--- src/logic/asr_defines.vh ---
// Purpose: Shared constants of the asynchronous serial receiver.
// Assumes: Included by bare name from every design file.
// Notes: Register indices are word indices; byte address is four times the index.
`ifndef ASR_DEFINES_VH
`define ASR_DEFINES_VH

// Register word indices
`define ASR_IDX_PERIPHERAL_FLAG 8'h0c
`define ASR_IDX_RECEIVE_STATUS 8'h18
`define ASR_IDX_RECEIVE_DATA 8'h1a
`define ASR_IDX_PERIPHERAL_ENABLE 8'h8c
`define ASR_IDX_TRANSMIT_STATUS 8'h98
`define ASR_IDX_BAUD_DIVISOR 8'h99

// Peripheral flag and enable register fields
`define ASR_BIT_RECEIVE_FLAG 5

// Receive status and control fields
`define ASR_BIT_SERIAL_PORT_ENABLE 7
`define ASR_BIT_NINTH_BIT_ENABLE 6
`define ASR_BIT_CONT_RECEIVE_ENABLE 4
`define ASR_BIT_FRAMING_ERROR 2
`define ASR_BIT_OVERRUN_ERROR 1
`define ASR_BIT_RECEIVED_NINTH 0

// Transmit status and control fields
`define ASR_BIT_CLOCK_SOURCE 7
`define ASR_BIT_TX_NINE 6
`define ASR_BIT_TX_ENABLE 5
`define ASR_BIT_CLOCKED_MODE 4
`define ASR_BIT_HIGH_SPEED_BAUD 2
`define ASR_BIT_SHIFTER_EMPTY 1
`define ASR_BIT_TX_NINTH 0

// Reset values
`define ASR_RST_PERIPHERAL_FLAG 8'h00
`define ASR_RST_RECEIVE_STATUS 8'h00
`define ASR_RST_RECEIVE_DATA 8'h00
`define ASR_RST_PERIPHERAL_ENABLE 8'h00
`define ASR_RST_TRANSMIT_STATUS 8'h02
`define ASR_RST_BAUD_DIVISOR 8'h00

// Writable masks of the control registers
`define ASR_WMASK_RECEIVE_STATUS 8'hd0
`define ASR_WMASK_TRANSMIT_STATUS 8'hf5
`define ASR_WMASK_ENABLE 8'h20

// Timing counts in clock or tick units
`define ASR_LOW_SPEED_PRESCALE 2'h3
`define ASR_OVERSAMPLE_LAST 4'hf
`define ASR_VOTE_FIRST 4'h7
`define ASR_VOTE_LAST 4'h9
`define ASR_EVAL_PHASE 4'ha
`define ASR_BITS_NARROW 4'h8
`define ASR_BITS_WIDE 4'h9

`endif

--- src/logic/asr_baud_gen.v ---
// Purpose: Oversampling tick generator for the receiver bit clock.
// Assumes: One tick is one-sixteenth of a bit time.
// Notes: High speed ticks every divisor+1 clocks; low speed every 4*(divisor+1).
`timescale 1ns/1ns
`include "asr_defines.vh"
module asr_baud_gen
(
	input wire mclk,
	input wire resetn,
	input wire run,
	input wire high_speed,
	input wire [7:0] divisor,
	output reg tick
);
	reg [7:0] count_reg;
	reg [1:0] pre_reg;

	// Divider held at zero while the receiver is idle or disabled
	always @(posedge mclk)
	begin
		if (!resetn || !run)
		begin
			count_reg <= 8'h00;
			pre_reg <= 2'h0;
			tick <= 1'b0;
		end
		else if (count_reg == divisor)
		begin
			count_reg <= 8'h00;
			if (high_speed || pre_reg == `ASR_LOW_SPEED_PRESCALE)
			begin
				pre_reg <= 2'h0;
				tick <= 1'b1;
			end
			else
			begin
				pre_reg <= pre_reg + 2'h1;
				tick <= 1'b0;
			end
		end
		else
		begin
			count_reg <= count_reg + 8'h01;
			tick <= 1'b0;
		end
	end
endmodule // asr_baud_gen

--- src/logic/asr_bit_vote.v ---
// Purpose: Three-sample majority vote over the middle of each bit.
// Assumes: Phase counts ticks within a bit, zero at the bit start.
// Notes: Vote is stable from the tick after the last sample to the next bit.
`timescale 1ns/1ns
`include "asr_defines.vh"
module asr_bit_vote
(
	input wire mclk,
	input wire resetn,
	input wire tick,
	input wire [3:0] phase,
	input wire rx_level,
	output wire vote
);
	reg [2:0] samples_reg;

	// Majority of three
	function maj3;
		input [2:0] s;
		begin
			maj3 = (s[0] & s[1]) | (s[1] & s[2]) | (s[0] & s[2]);
		end
	endfunction

	// Sample the line at the three middle ticks
	always @(posedge mclk)
	begin
		if (!resetn)
			samples_reg <= 3'h7;
		else if (tick && phase >= `ASR_VOTE_FIRST && phase <= `ASR_VOTE_LAST)
			samples_reg <= {samples_reg[1:0], rx_level};
	end

	assign vote = maj3(samples_reg);
endmodule // asr_bit_vote

--- src/logic/asr_receiver.v ---
// Purpose: Asynchronous serial receiver with Wishbone register access.
// Assumes: Classic Wishbone slave, byte lane 0 carries each 8-bit register.
// Notes: Byte address of a register is four times its word index.
// Functional notes
// - Async mode runs when clocked-mode bit clear and serial port enable set.
// - Bit rate from baud divisor; high-speed select picks the faster range.
// - Ninth-bit enable makes frames nine data bits; ninth bit kept apart.
// - Frames accepted only while continuous receive enable is set.
// - Frame completion sets receive flag unless the frame overruns; interrupt only when enable bit set.
// - Ninth bit, framing and overrun errors readable in receive status register.
// - Eight data bits read from the receive data buffer register.
// - Clearing continuous receive enable clears latched receive errors.
// - Unimplemented bits of receive registers read as zero.
`timescale 1ns/1ns
`include "asr_defines.vh"
module asr_receiver
#(
	parameter ADR_W = 10
)
(
	input wire mclk,
	input wire resetn,
	input wire wb_cyc_i,
	input wire wb_stb_i,
	input wire wb_we_i,
	input wire [ADR_W-1:0] wb_adr_i,
	input wire [3:0] wb_sel_i,
	input wire [31:0] wb_dat_i,
	output reg [31:0] wb_dat_o,
	output reg wb_ack_o,
	input wire rx_pin,
	output wire serial_pins_claimed,
	output wire tx_pin,
	output wire tx_pin_oe,
	output wire irq
);
	localparam ST_IDLE = 2'h0;
	localparam ST_START = 2'h1;
	localparam ST_DATA = 2'h2;
	localparam ST_STOP = 2'h3;

	// Control registers
	reg serial_port_enable_reg;
	reg ninth_bit_receive_enable_reg;
	reg continuous_receive_enable_reg;
	reg [7:0] transmit_ctrl_reg;
	reg [7:0] baud_divisor_reg;
	reg receive_interrupt_enable_reg;
	// Status and data
	reg receive_interrupt_flag_reg;
	reg framing_error_flag_reg;
	reg overrun_error_flag_reg;
	reg received_ninth_bit_reg;
	reg [7:0] receive_data_buffer_reg;
	reg buffer_full_reg;
	// Receiver engine
	reg [1:0] state_reg;
	reg [3:0] phase_reg;
	reg [3:0] bit_count_reg;
	reg [8:0] shift_reg;
	reg rx_level_reg;
	reg frame_done_reg;
	reg frame_stop_reg;
	reg [8:0] frame_bits_reg;
	reg frame_nine_reg;

	wire tick;
	wire vote;
	wire bus_req;
	wire bus_write;
	wire bus_read;
	wire [7:0] bus_index;
	wire async_mode;
	wire receive_run;
	wire eval_now;
	wire data_read;
	wire flag_clear;
	wire [3:0] frame_bits;
	reg [7:0] read_byte;

	// Word index from a byte address; misaligned addresses map nowhere
	function [7:0] word_index;
		input [ADR_W-1:0] adr;
		begin
			if (adr[1:0] != 2'h0)
				word_index = 8'hff;
			else
				word_index = adr[9:2];
		end
	endfunction

	// Bus request decode; one access per request, answered next cycle
	assign bus_req = wb_cyc_i && wb_stb_i && !wb_ack_o;
	assign bus_write = bus_req && wb_we_i && wb_sel_i[0];
	assign bus_read = bus_req && !wb_we_i;
	assign bus_index = word_index(wb_adr_i);

	// Mode and run conditions
	assign async_mode = serial_port_enable_reg && !transmit_ctrl_reg[`ASR_BIT_CLOCKED_MODE];
	assign receive_run = async_mode && continuous_receive_enable_reg && !overrun_error_flag_reg;
	assign serial_pins_claimed = async_mode;
	// Transmitter absent: line held idle high while the port owns the pin
	assign tx_pin = 1'b1;
	assign tx_pin_oe = async_mode;

	assign frame_bits = ninth_bit_receive_enable_reg ? `ASR_BITS_WIDE : `ASR_BITS_NARROW;
	assign eval_now = tick && phase_reg == `ASR_EVAL_PHASE;
	assign data_read = bus_read && bus_index == `ASR_IDX_RECEIVE_DATA;
	assign flag_clear = bus_write && bus_index == `ASR_IDX_PERIPHERAL_FLAG && wb_dat_i[`ASR_BIT_RECEIVE_FLAG];

	// Interrupt output: sticky flag masked by the receive interrupt enable bit
	assign irq = receive_interrupt_flag_reg && receive_interrupt_enable_reg;

	// Bit clock divider
	asr_baud_gen u_baud
	(
		.mclk(mclk),
		.resetn(resetn),
		.run(receive_run && state_reg != ST_IDLE),
		.high_speed(transmit_ctrl_reg[`ASR_BIT_HIGH_SPEED_BAUD]),
		.divisor(baud_divisor_reg),
		.tick(tick)
	);

	// Mid-bit majority sampler
	asr_bit_vote u_vote
	(
		.mclk(mclk),
		.resetn(resetn),
		.tick(tick),
		.phase(phase_reg),
		.rx_level(rx_level_reg),
		.vote(vote)
	);

	// Line register
	always @(posedge mclk)
	begin
		if (!resetn)
			rx_level_reg <= 1'b1;
		else
			rx_level_reg <= rx_pin;
	end

	// Frame engine: start, data bits LSB first, stop
	always @(posedge mclk)
	begin
		if (!resetn)
		begin
			state_reg <= ST_IDLE;
			phase_reg <= 4'h0;
			bit_count_reg <= 4'h0;
			shift_reg <= 9'h000;
			frame_done_reg <= 1'b0;
			frame_stop_reg <= 1'b1;
			frame_bits_reg <= 9'h000;
			frame_nine_reg <= 1'b0;
		end
		else
		begin
			frame_done_reg <= 1'b0;
			if (!receive_run)
			begin
				state_reg <= ST_IDLE;
				phase_reg <= 4'h0;
			end
			else
			begin
				if (tick)
					phase_reg <= phase_reg + 4'h1;
				case (state_reg)
					ST_IDLE:
					begin
						phase_reg <= 4'h0;
						if (!rx_level_reg)
							state_reg <= ST_START;
					end
					ST_START:
					begin
						if (eval_now)
						begin
							// A high vote is a glitch, not a start bit
							if (vote)
								state_reg <= ST_IDLE;
							else
							begin
								state_reg <= ST_DATA;
								bit_count_reg <= 4'h0;
								shift_reg <= 9'h000;
							end
						end
					end
					ST_DATA:
					begin
						if (eval_now)
						begin
							shift_reg <= {vote, shift_reg[8:1]};
							bit_count_reg <= bit_count_reg + 4'h1;
							if (bit_count_reg == frame_bits - 4'h1)
								state_reg <= ST_STOP;
						end
					end
					ST_STOP:
					begin
						if (eval_now)
						begin
							state_reg <= ST_IDLE;
							frame_done_reg <= 1'b1;
							frame_stop_reg <= vote;
							frame_bits_reg <= shift_reg;
							frame_nine_reg <= ninth_bit_receive_enable_reg;
						end
					end
					default:
						state_reg <= ST_IDLE;
				endcase
			end
		end
	end

	// Receive buffer, ninth bit and error flags
	always @(posedge mclk)
	begin
		if (!resetn)
		begin
			receive_data_buffer_reg <= `ASR_RST_RECEIVE_DATA;
			received_ninth_bit_reg <= 1'b0;
			framing_error_flag_reg <= 1'b0;
			overrun_error_flag_reg <= 1'b0;
			buffer_full_reg <= 1'b0;
		end
		else
		begin
			if (data_read)
				buffer_full_reg <= 1'b0;
			if (frame_done_reg)
			begin
				if (buffer_full_reg && !data_read)
					overrun_error_flag_reg <= 1'b1;
				else
				begin
					buffer_full_reg <= 1'b1;
					// Narrow frames arrive left-aligned in the shifter
					if (frame_nine_reg)
					begin
						receive_data_buffer_reg <= frame_bits_reg[7:0];
						received_ninth_bit_reg <= frame_bits_reg[8];
					end
					else
					begin
						receive_data_buffer_reg <= frame_bits_reg[8:1];
						received_ninth_bit_reg <= 1'b0;
					end
					framing_error_flag_reg <= !frame_stop_reg;
				end
			end
			if (!continuous_receive_enable_reg)
			begin
				framing_error_flag_reg <= 1'b0;
				overrun_error_flag_reg <= 1'b0;
			end
		end
	end

	// Receive flag: set by a stored frame, cleared by writing one; set wins
	always @(posedge mclk)
	begin
		if (!resetn)
			receive_interrupt_flag_reg <= 1'b0;
		else if (frame_done_reg && !(buffer_full_reg && !data_read))
			receive_interrupt_flag_reg <= 1'b1;
		else if (flag_clear)
			receive_interrupt_flag_reg <= 1'b0;
	end

	// Software writes to control registers
	always @(posedge mclk)
	begin
		if (!resetn)
		begin
			serial_port_enable_reg <= 1'b0;
			ninth_bit_receive_enable_reg <= 1'b0;
			continuous_receive_enable_reg <= 1'b0;
			transmit_ctrl_reg <= `ASR_RST_TRANSMIT_STATUS & `ASR_WMASK_TRANSMIT_STATUS;
			baud_divisor_reg <= `ASR_RST_BAUD_DIVISOR;
			receive_interrupt_enable_reg <= 1'b0;
		end
		else if (bus_write)
		begin
			case (bus_index)
				`ASR_IDX_RECEIVE_STATUS:
				begin
					serial_port_enable_reg <= wb_dat_i[`ASR_BIT_SERIAL_PORT_ENABLE];
					ninth_bit_receive_enable_reg <= wb_dat_i[`ASR_BIT_NINTH_BIT_ENABLE];
					continuous_receive_enable_reg <= wb_dat_i[`ASR_BIT_CONT_RECEIVE_ENABLE];
				end
				`ASR_IDX_TRANSMIT_STATUS:
					transmit_ctrl_reg <= wb_dat_i[7:0] & `ASR_WMASK_TRANSMIT_STATUS;
				`ASR_IDX_BAUD_DIVISOR:
					baud_divisor_reg <= wb_dat_i[7:0];
				`ASR_IDX_PERIPHERAL_ENABLE:
					receive_interrupt_enable_reg <= wb_dat_i[`ASR_BIT_RECEIVE_FLAG];
				default:
					baud_divisor_reg <= baud_divisor_reg;
			endcase
		end
	end

	// Read multiplexer; unused bit positions and unmapped words read zero
	always @*
	begin
		read_byte = 8'h00;
		case (bus_index)
			`ASR_IDX_PERIPHERAL_FLAG:
				read_byte[`ASR_BIT_RECEIVE_FLAG] = receive_interrupt_flag_reg;
			`ASR_IDX_RECEIVE_STATUS:
			begin
				read_byte[`ASR_BIT_SERIAL_PORT_ENABLE] = serial_port_enable_reg;
				read_byte[`ASR_BIT_NINTH_BIT_ENABLE] = ninth_bit_receive_enable_reg;
				read_byte[`ASR_BIT_CONT_RECEIVE_ENABLE] = continuous_receive_enable_reg;
				read_byte[`ASR_BIT_FRAMING_ERROR] = framing_error_flag_reg;
				read_byte[`ASR_BIT_OVERRUN_ERROR] = overrun_error_flag_reg;
				read_byte[`ASR_BIT_RECEIVED_NINTH] = received_ninth_bit_reg;
			end
			`ASR_IDX_RECEIVE_DATA:
				read_byte = receive_data_buffer_reg;
			`ASR_IDX_PERIPHERAL_ENABLE:
				read_byte[`ASR_BIT_RECEIVE_FLAG] = receive_interrupt_enable_reg;
			`ASR_IDX_TRANSMIT_STATUS:
			begin
				read_byte = transmit_ctrl_reg;
				// Transmit shifter is always empty in this receive-only block
				read_byte[`ASR_BIT_SHIFTER_EMPTY] = 1'b1;
			end
			`ASR_IDX_BAUD_DIVISOR:
				read_byte = baud_divisor_reg;
			default:
				read_byte = 8'h00;
		endcase
	end

	// Bus answer: ack one cycle after the request, data registered with it
	always @(posedge mclk)
	begin
		if (!resetn)
		begin
			wb_ack_o <= 1'b0;
			wb_dat_o <= 32'h00000000;
		end
		else
		begin
			wb_ack_o <= bus_req;
			if (bus_read)
				wb_dat_o <= {24'h000000, read_byte};
			else
				wb_dat_o <= 32'h00000000;
		end
	end
endmodule // asr_receiver

--- config.mk ---
export PLATFORM = sky130hd
export DESIGN_NAME = asr_receiver
export DESIGN_NICKNAME = d
export VERILOG_FILES = /design/src/logic/asr_baud_gen.v /design/src/logic/asr_bit_vote.v /design/src/logic/asr_receiver.v
export VERILOG_INCLUDE_DIRS = /design/src /design/src/logic
export SDC_FILE = /design/constraint.sdc
export NUM_CORES = 1
export LEC_CHECK = 0
export BUFFER_PORTS_ARGS = -buffer_cell sky130_fd_sc_hd__clkbuf_2
export CAP_MARGIN = 0
export CORE_MARGIN = 2
export CORE_UTILIZATION = 49
export CTS_BUF_LIST = sky130_fd_sc_hd__clkbuf_8
export DETAILED_ROUTE_END_ITERATION = 10
export PLACE_DENSITY_LB_ADDON = 0.1
export SYNTH_ARGS = -nofsm -noshare
export SYNTH_HDL_FRONTEND = slang
export SYNTH_SLANG_ARGS = --single-unit
--- constraint.sdc ---
create_clock -name mclk -period 5.05 [get_ports mclk]
set_input_delay 0 -clock mclk [delete_from_list [all_inputs] [get_ports mclk]]
set_output_delay 0 -clock mclk [all_outputs]
set_load 0.02 [all_outputs]
# After elaboration in Yosys (flattened, before gate mapping)
# Index checks and enable logic that the tools add are counted.
[op_classes] n_reduce_logical=50 order_cmp=2 n_eq_ne=19 muxes=32 n_addsub=5 n_bitwise=9
[ops] cell="two-way mux 9 bit" count=3
[ops] cell="equality test 8 bit (second input constant)" count=3
[ops] cell="logical AND 1 bit" count=18
[ops] cell="one-hot mux 9 bit (2 select lines)" count=1
[ops] cell="AND reduction 2 bit" count=9
[ops] cell="equality test 8 x 5 -> 1 bit (second input constant)" count=2
[ops] cell="two-way mux 8 bit" count=2
[ops] cell="one-hot mux 2 bit (4 select lines)" count=2
[ops] cell="two-way mux 2 bit" count=7
[ops] cell="two-way mux 4 bit" count=3
[ops] cell="inequality test 2 bit (second input constant)" count=6
[ops] cell="one-hot mux 3 bit (4 select lines)" count=1
[ops] cell="AND reduction 5 bit" count=2
[ops] cell="zero test 1 bit" count=9
[ops] cell="two-way mux 1 bit" count=9
[ops] cell="adder 4 x 1 -> 4 bit (second input constant)" count=2
[ops] cell="adder 8 x 1 -> 8 bit (second input constant)" count=1
[ops] cell="equality test 8 x 4 -> 1 bit (second input constant)" count=1
[ops] cell="equality test 8 bit" count=1
[ops] cell="one-hot mux 4 bit (2 select lines)" count=1
[ops] cell="nonzero test 2 bit" count=4
[ops] cell="equality test 2 bit (second input constant)" count=3
[ops] cell="AND reduction 3 bit" count=2
[ops] cell="one-hot mux 1 bit (5 select lines)" count=1
[ops] cell="16 further kinds" count=24
[word_totals] elab_cells=145 output_inout_bits=37 inputBits=52 register_bits=110

# Depth between registers and ports, before layout
[depth] ltp_word=9 mapped_depth=7

# Cells and area by module
# Synthesis repeated with hierarchy kept, for this count alone.
[hier_totals] cells_unflattened=447 area_unflattened_um2=4227.8
[modules_own_cells] module="asr_receiver" instances=1 cells_per_inst=375 area_per_inst_um2=3512.1
[modules_own_cells] module="asr_baud_gen" instances=1 cells_per_inst=58 area_per_inst_um2=554.3
[modules_own_cells] module="asr_bit_vote" instances=1 cells_per_inst=14 area_per_inst_um2=161.4

# Worst setup path after synthesis
# No wires, ideal clock.
[synth_path] path_kind="reg-to-reg" from="register phase_reg[0]" to="register shift_reg[0]" period_less_slack_ns=1.645 stages_incl_launch_ff=8 path_buffers=1 arrival_ns=1.586 path_slack_ns=3.405 required_ns=4.991 path_cell_list="dfxtp_1 -> inv_1 -> ha_1 -> and4b_1 -> and2_1 -> a21oi_1 -> clkbuf_1 -> a22o_1"
[synth_via] elab_chain_cells=4 elab_cells_between_ends=5 classes_between="3 x eq/ne; 2 x reduce/logical"
[synth_lines] element="start: declaration" line_no="asr_receiver.v:58" rtl="reg [3:0] phase_reg;"
[synth_lines] element="start signal: assignment" line_no="asr_receiver.v:170" rtl="phase_reg <= phase_reg + 4'h1;"
[synth_lines] element="equality test 4 bit (no line) *"
[synth_lines] element="logical AND 1 bit (no line) *"
[synth_lines] element="inequality test 2 bit (no line)"
[synth_lines] element="AND reduction 5 bit (no line) *"
[synth_lines] element="end signal: assignment" line_no="asr_receiver.v:197" rtl="shift_reg <= {vote, shift_reg[8:1]};"
[synth_lines] element="end: declaration" line_no="asr_receiver.v:60" rtl="reg [8:0] shift_reg;"
# Every way passes the cells marked *; elsewhere a longest branch is shown, timed or not.
# A chain may end at the register's enable or synchronous reset.

# Worst setup path after layout
[layout_path] from="register serial_port_enable_reg" to="register bit_count_reg[0]"
[layout_via] elab_chain_cells=4
[layout_lines] element="start: declaration" line_no="asr_receiver.v:43" rtl="reg serial_port_enable_reg;"
[layout_lines] element="start signal: assignment" line_no="asr_receiver.v:293" rtl="serial_port_enable_reg <= wb_dat_i[`ASR_BIT_SERIAL_PORT_ENABLE];"
[layout_lines] element="logical AND 1 bit" line_no="asr_receiver.v:99" rtl="assign async_mode = serial_port_enable_reg && !transmit_ctrl_reg[`ASR_BIT_CLOCKED_MODE];"
[layout_lines] element="logical AND 1 bit (2 in series)" line_no="asr_receiver.v:100" rtl="assign receive_run = async_mode && continuous_receive_enable_reg && !overrun_error_flag_reg;"
[layout_lines] element="AND reduction 5 bit (no line)"
[layout_lines] element="end signal: assignment" line_no="asr_receiver.v:198" rtl="bit_count_reg <= bit_count_reg + 4'h1;"
[layout_lines] element="end: declaration" line_no="asr_receiver.v:59" rtl="reg [3:0] bit_count_reg;"
# No other way between the ends.

==> results.cfg <==
[drt]
antenna_left = 0
dr_wl_met3_microns = 458
wl_met1_microns = 4310
via_count = 3359
drc = 0
drtIter0Drc = 109
firstDrtPassIters = 5
met2WireLength_microns = 4130
wl_microns = 8970
via_per_inst = 5.43
wl_per_cell_microns = 14.5
dr.max_layer_used = met4

[grt]
grt_usage_pct = 19.9
overflow = 0
grt_pass1_vias = 3253
grt_pass1_wl_microns = 15500
antenna_found_initial = 0
grt_max_degree = 55

[setup_path]
r2r_slack_ps = 2650
required_ps = 5330
crit_type = reg -> reg
slowest_stage = nor3_1
worst-path-buf-inv = 0
worstSetupStartpointType = flip-flop
worst_setup_path_end_kind = flip-flop
r2r_start = serial_port_enable_reg
slowest_delay_ps = 900
worstRegToRegCells = 4
crit_family = simple AND/OR/NAND/NOR gates
critical_path_arrival_ps = 2680
path_cells = nor3b_1 -> nand3_1 -> nor3_1 -> mux2_2
r2r-end = bit_count_reg[0]
critPathLaunch = serial_port_enable_reg
critPathMaxFanout = 11

[placement]
placed_cell_area_sq_mm = 0.00437
place_inst = 594
gp_congestion = 0.789
place_hpwl_microns = 6320
portBuffers = 36
pre_cts_ws_ps = 2540

[final_layout]
fin_cells = 619
antennaDiodeCount = 0
syn_to_final_growth_pct = 10.4
drive_above_1_share_pct = 13.4
layout_common_cells = dfxtp_1 (86), nand2_1 (54), mux2i_1 (37)
nNetsFinal = 569
fill_cells = 784
layout_commonest_cell = dfxtp_1
final_area_sq_mm = 0.00469

[timing]
setup_viol = 0
worst_pin_slew_ps = 1060
fmax_mhz = 417
slew_viol_final = 0
finalCritPeriodShare_pct = 47.5
rsz0062_at_grt = false
relSlewSlack_pct = 28.9
hold_violations = 0
final.setup.worst_slack_ps = 2650
finClkSkew_ps = 6.97
period_minus_slack_ps = 2400
fin_tns_setup_ps = 0

[power_and_ir_drop]
p_per_area_mw_per_mm2 = 272
ir_worst_vdd_v = 0.000141
leakage_uw = 0.00182

[die]
io_pins = 89
dieWidth_microns = 97.1
rows = 33
die_area_sq_mm = 0.00943
die_y_microns = 97.1
coreArea_sq_mm = 0.00830
initial_core_util_pct = 51.2

[status]
status = finished, final reports clean

[clock_tree]
ctsHoldBuffers = 10
cts_max_path_buffers = 2
cts_tree = yes
root_buffer = clkbuf_8
ctsResizeCount = 0
cts_num_sinks = 86
clkTransAtPathRegs_ps = 80
insertion_delay_ps = 340
cts_buffers = 9
htree_levels = 3
cts_setup_buffers = 0

[synth]
synth-edff-count = 0
avgSynthCellArea_sq_um = 8.94
synth_adder_area_share_pct = 2.30
synth-seq-area-share_pct = 40.5
synth_compound_area_share_pct = 10.7
synthSimpleGateAreaFrac_pct = 22.6
netlist_instances = 475
yosys_warnings = 0
synth_top_family_by_area = simple AND/OR/NAND/NOR gates
synthMuxAreaShare_pct = 11.1
synth-main-ff-cell = dfxtp_1
synthesis.area_sq_mm = 0.00425
synthArstFlopShare_pct = 0
synthXorXnorAreaFrac_pct = 3.51
synth_seq_cells = 86
synth_cell_types = 56

[run]
maxCapViolations = 0

[hold_path]
holdPathStages = 4
hold_path_class = in -> reg
hold_path_startpoint = wb_adr_i[7]
holdPathEnd = receive_interrupt_enable_reg
-- layer usage --
layer	vias up	track usage (%)
li1	1681	-
met1	1571	27.8
met2	101	31.7
met3	6	3.45
met4	0	5.96
met5	-	0
-- cells by family after synthesis --
kind of cell	Yosys count
buffers and inverters	72
and+or+nand+nor	181
xor gates and xnor gates	17
adders and majority gates	8
AOI/OAI and AO/OA	63
DFF	86
other	2
muxes	46
-- through the flow --
stage / hold slack [ps] / util [%] / power (uW)
finish: 16.8 / 56.5 / 1280
global route: 33.3 / 56.5 / 1330
CTS: 0.582 / 56.5 / 1300
detailed placement: 187 / 52.6 / 753
global placement: 184 / 52.6 / 752
floorplan: 101 / - / 749
-- where the power goes --
part / total [uW] / switching, uW / internal (uW)
Combinational: 64.2 / 46.2 / 18.1
Sequential: 678 / 0.468 / 678
Clock: 535 / 234 / 301
Total: 1280 / 280 / 998
-- cells in the mapped netlist (3+ instances only) --
master	number	area share, %
mux2i_1	37	8.7
nor4_1	3	0.44
or4_1	3	0.53
buf_4	27	4.8
o21a_1	4	0.71
nand4_1	10	1.5
o31ai_1	3	0.53
o31a_1	6	1.2
xnor2_1	10	2.1
inv_1	24	2.1
nand3_1	30	3.5
and2_1	3	0.44
nor3_1	14	1.6
nand2b_1	6	0.88
and3_1	3	0.44
clkbuf_1	12	1.1
a21oi_1	16	1.9
o21ai_0	7	0.82
buf_2	7	0.82
a22o_1	11	2.3
xor2_1	7	1.4
nor2b_1	4	0.59
nand2_1	54	4.8
nor2_1	31	2.7
ha_1	7	2.1
dfxtp_1	86	41
mux2_2	9	2.4
-- worst max-delay path by stage --
| stage | end | slack, ps | cells after the start |
|---|---|---|---|
| 2_1_floorplan | shift_reg[0] | 3410 | 7 |
| 3_3_place_gp | bit_count_reg[0] | 2520 | 5 |
| 3_5_place_dp | bit_count_reg[0] | 2540 | 5 |
| 4_1_cts | bit_count_reg[0] | 2640 | 4 |
| 5_1_grt | bit_count_reg[0] | 2530 | 4 |
| 6_report | bit_count_reg[0] | 2650 | 4 |
-- worst min-delay path, stage by stage --
cell,delay [ps]
clkbuf_2,110
nor2_1,60
nand4_1,80
o41ai_1,60
-- cell type report --
| cell class | count | area [sq um] | area share, % |
|---|---|---|---|
| clock inverter | 4 | 71.3 | 1.52 |
| tap | 105 | 131 | 2.80 |
| clock buffer | 11 | 151 | 3.23 |
| multi-input combinational | 340 | 2220 | 47.4 |
| timing repair buffer | 48 | 295 | 6.30 |
| sequential | 86 | 1720 | 36.7 |
| inverter | 25 | 93.8 | 2.00 |
No activity file was read; power rests on OpenSTA's default activity.
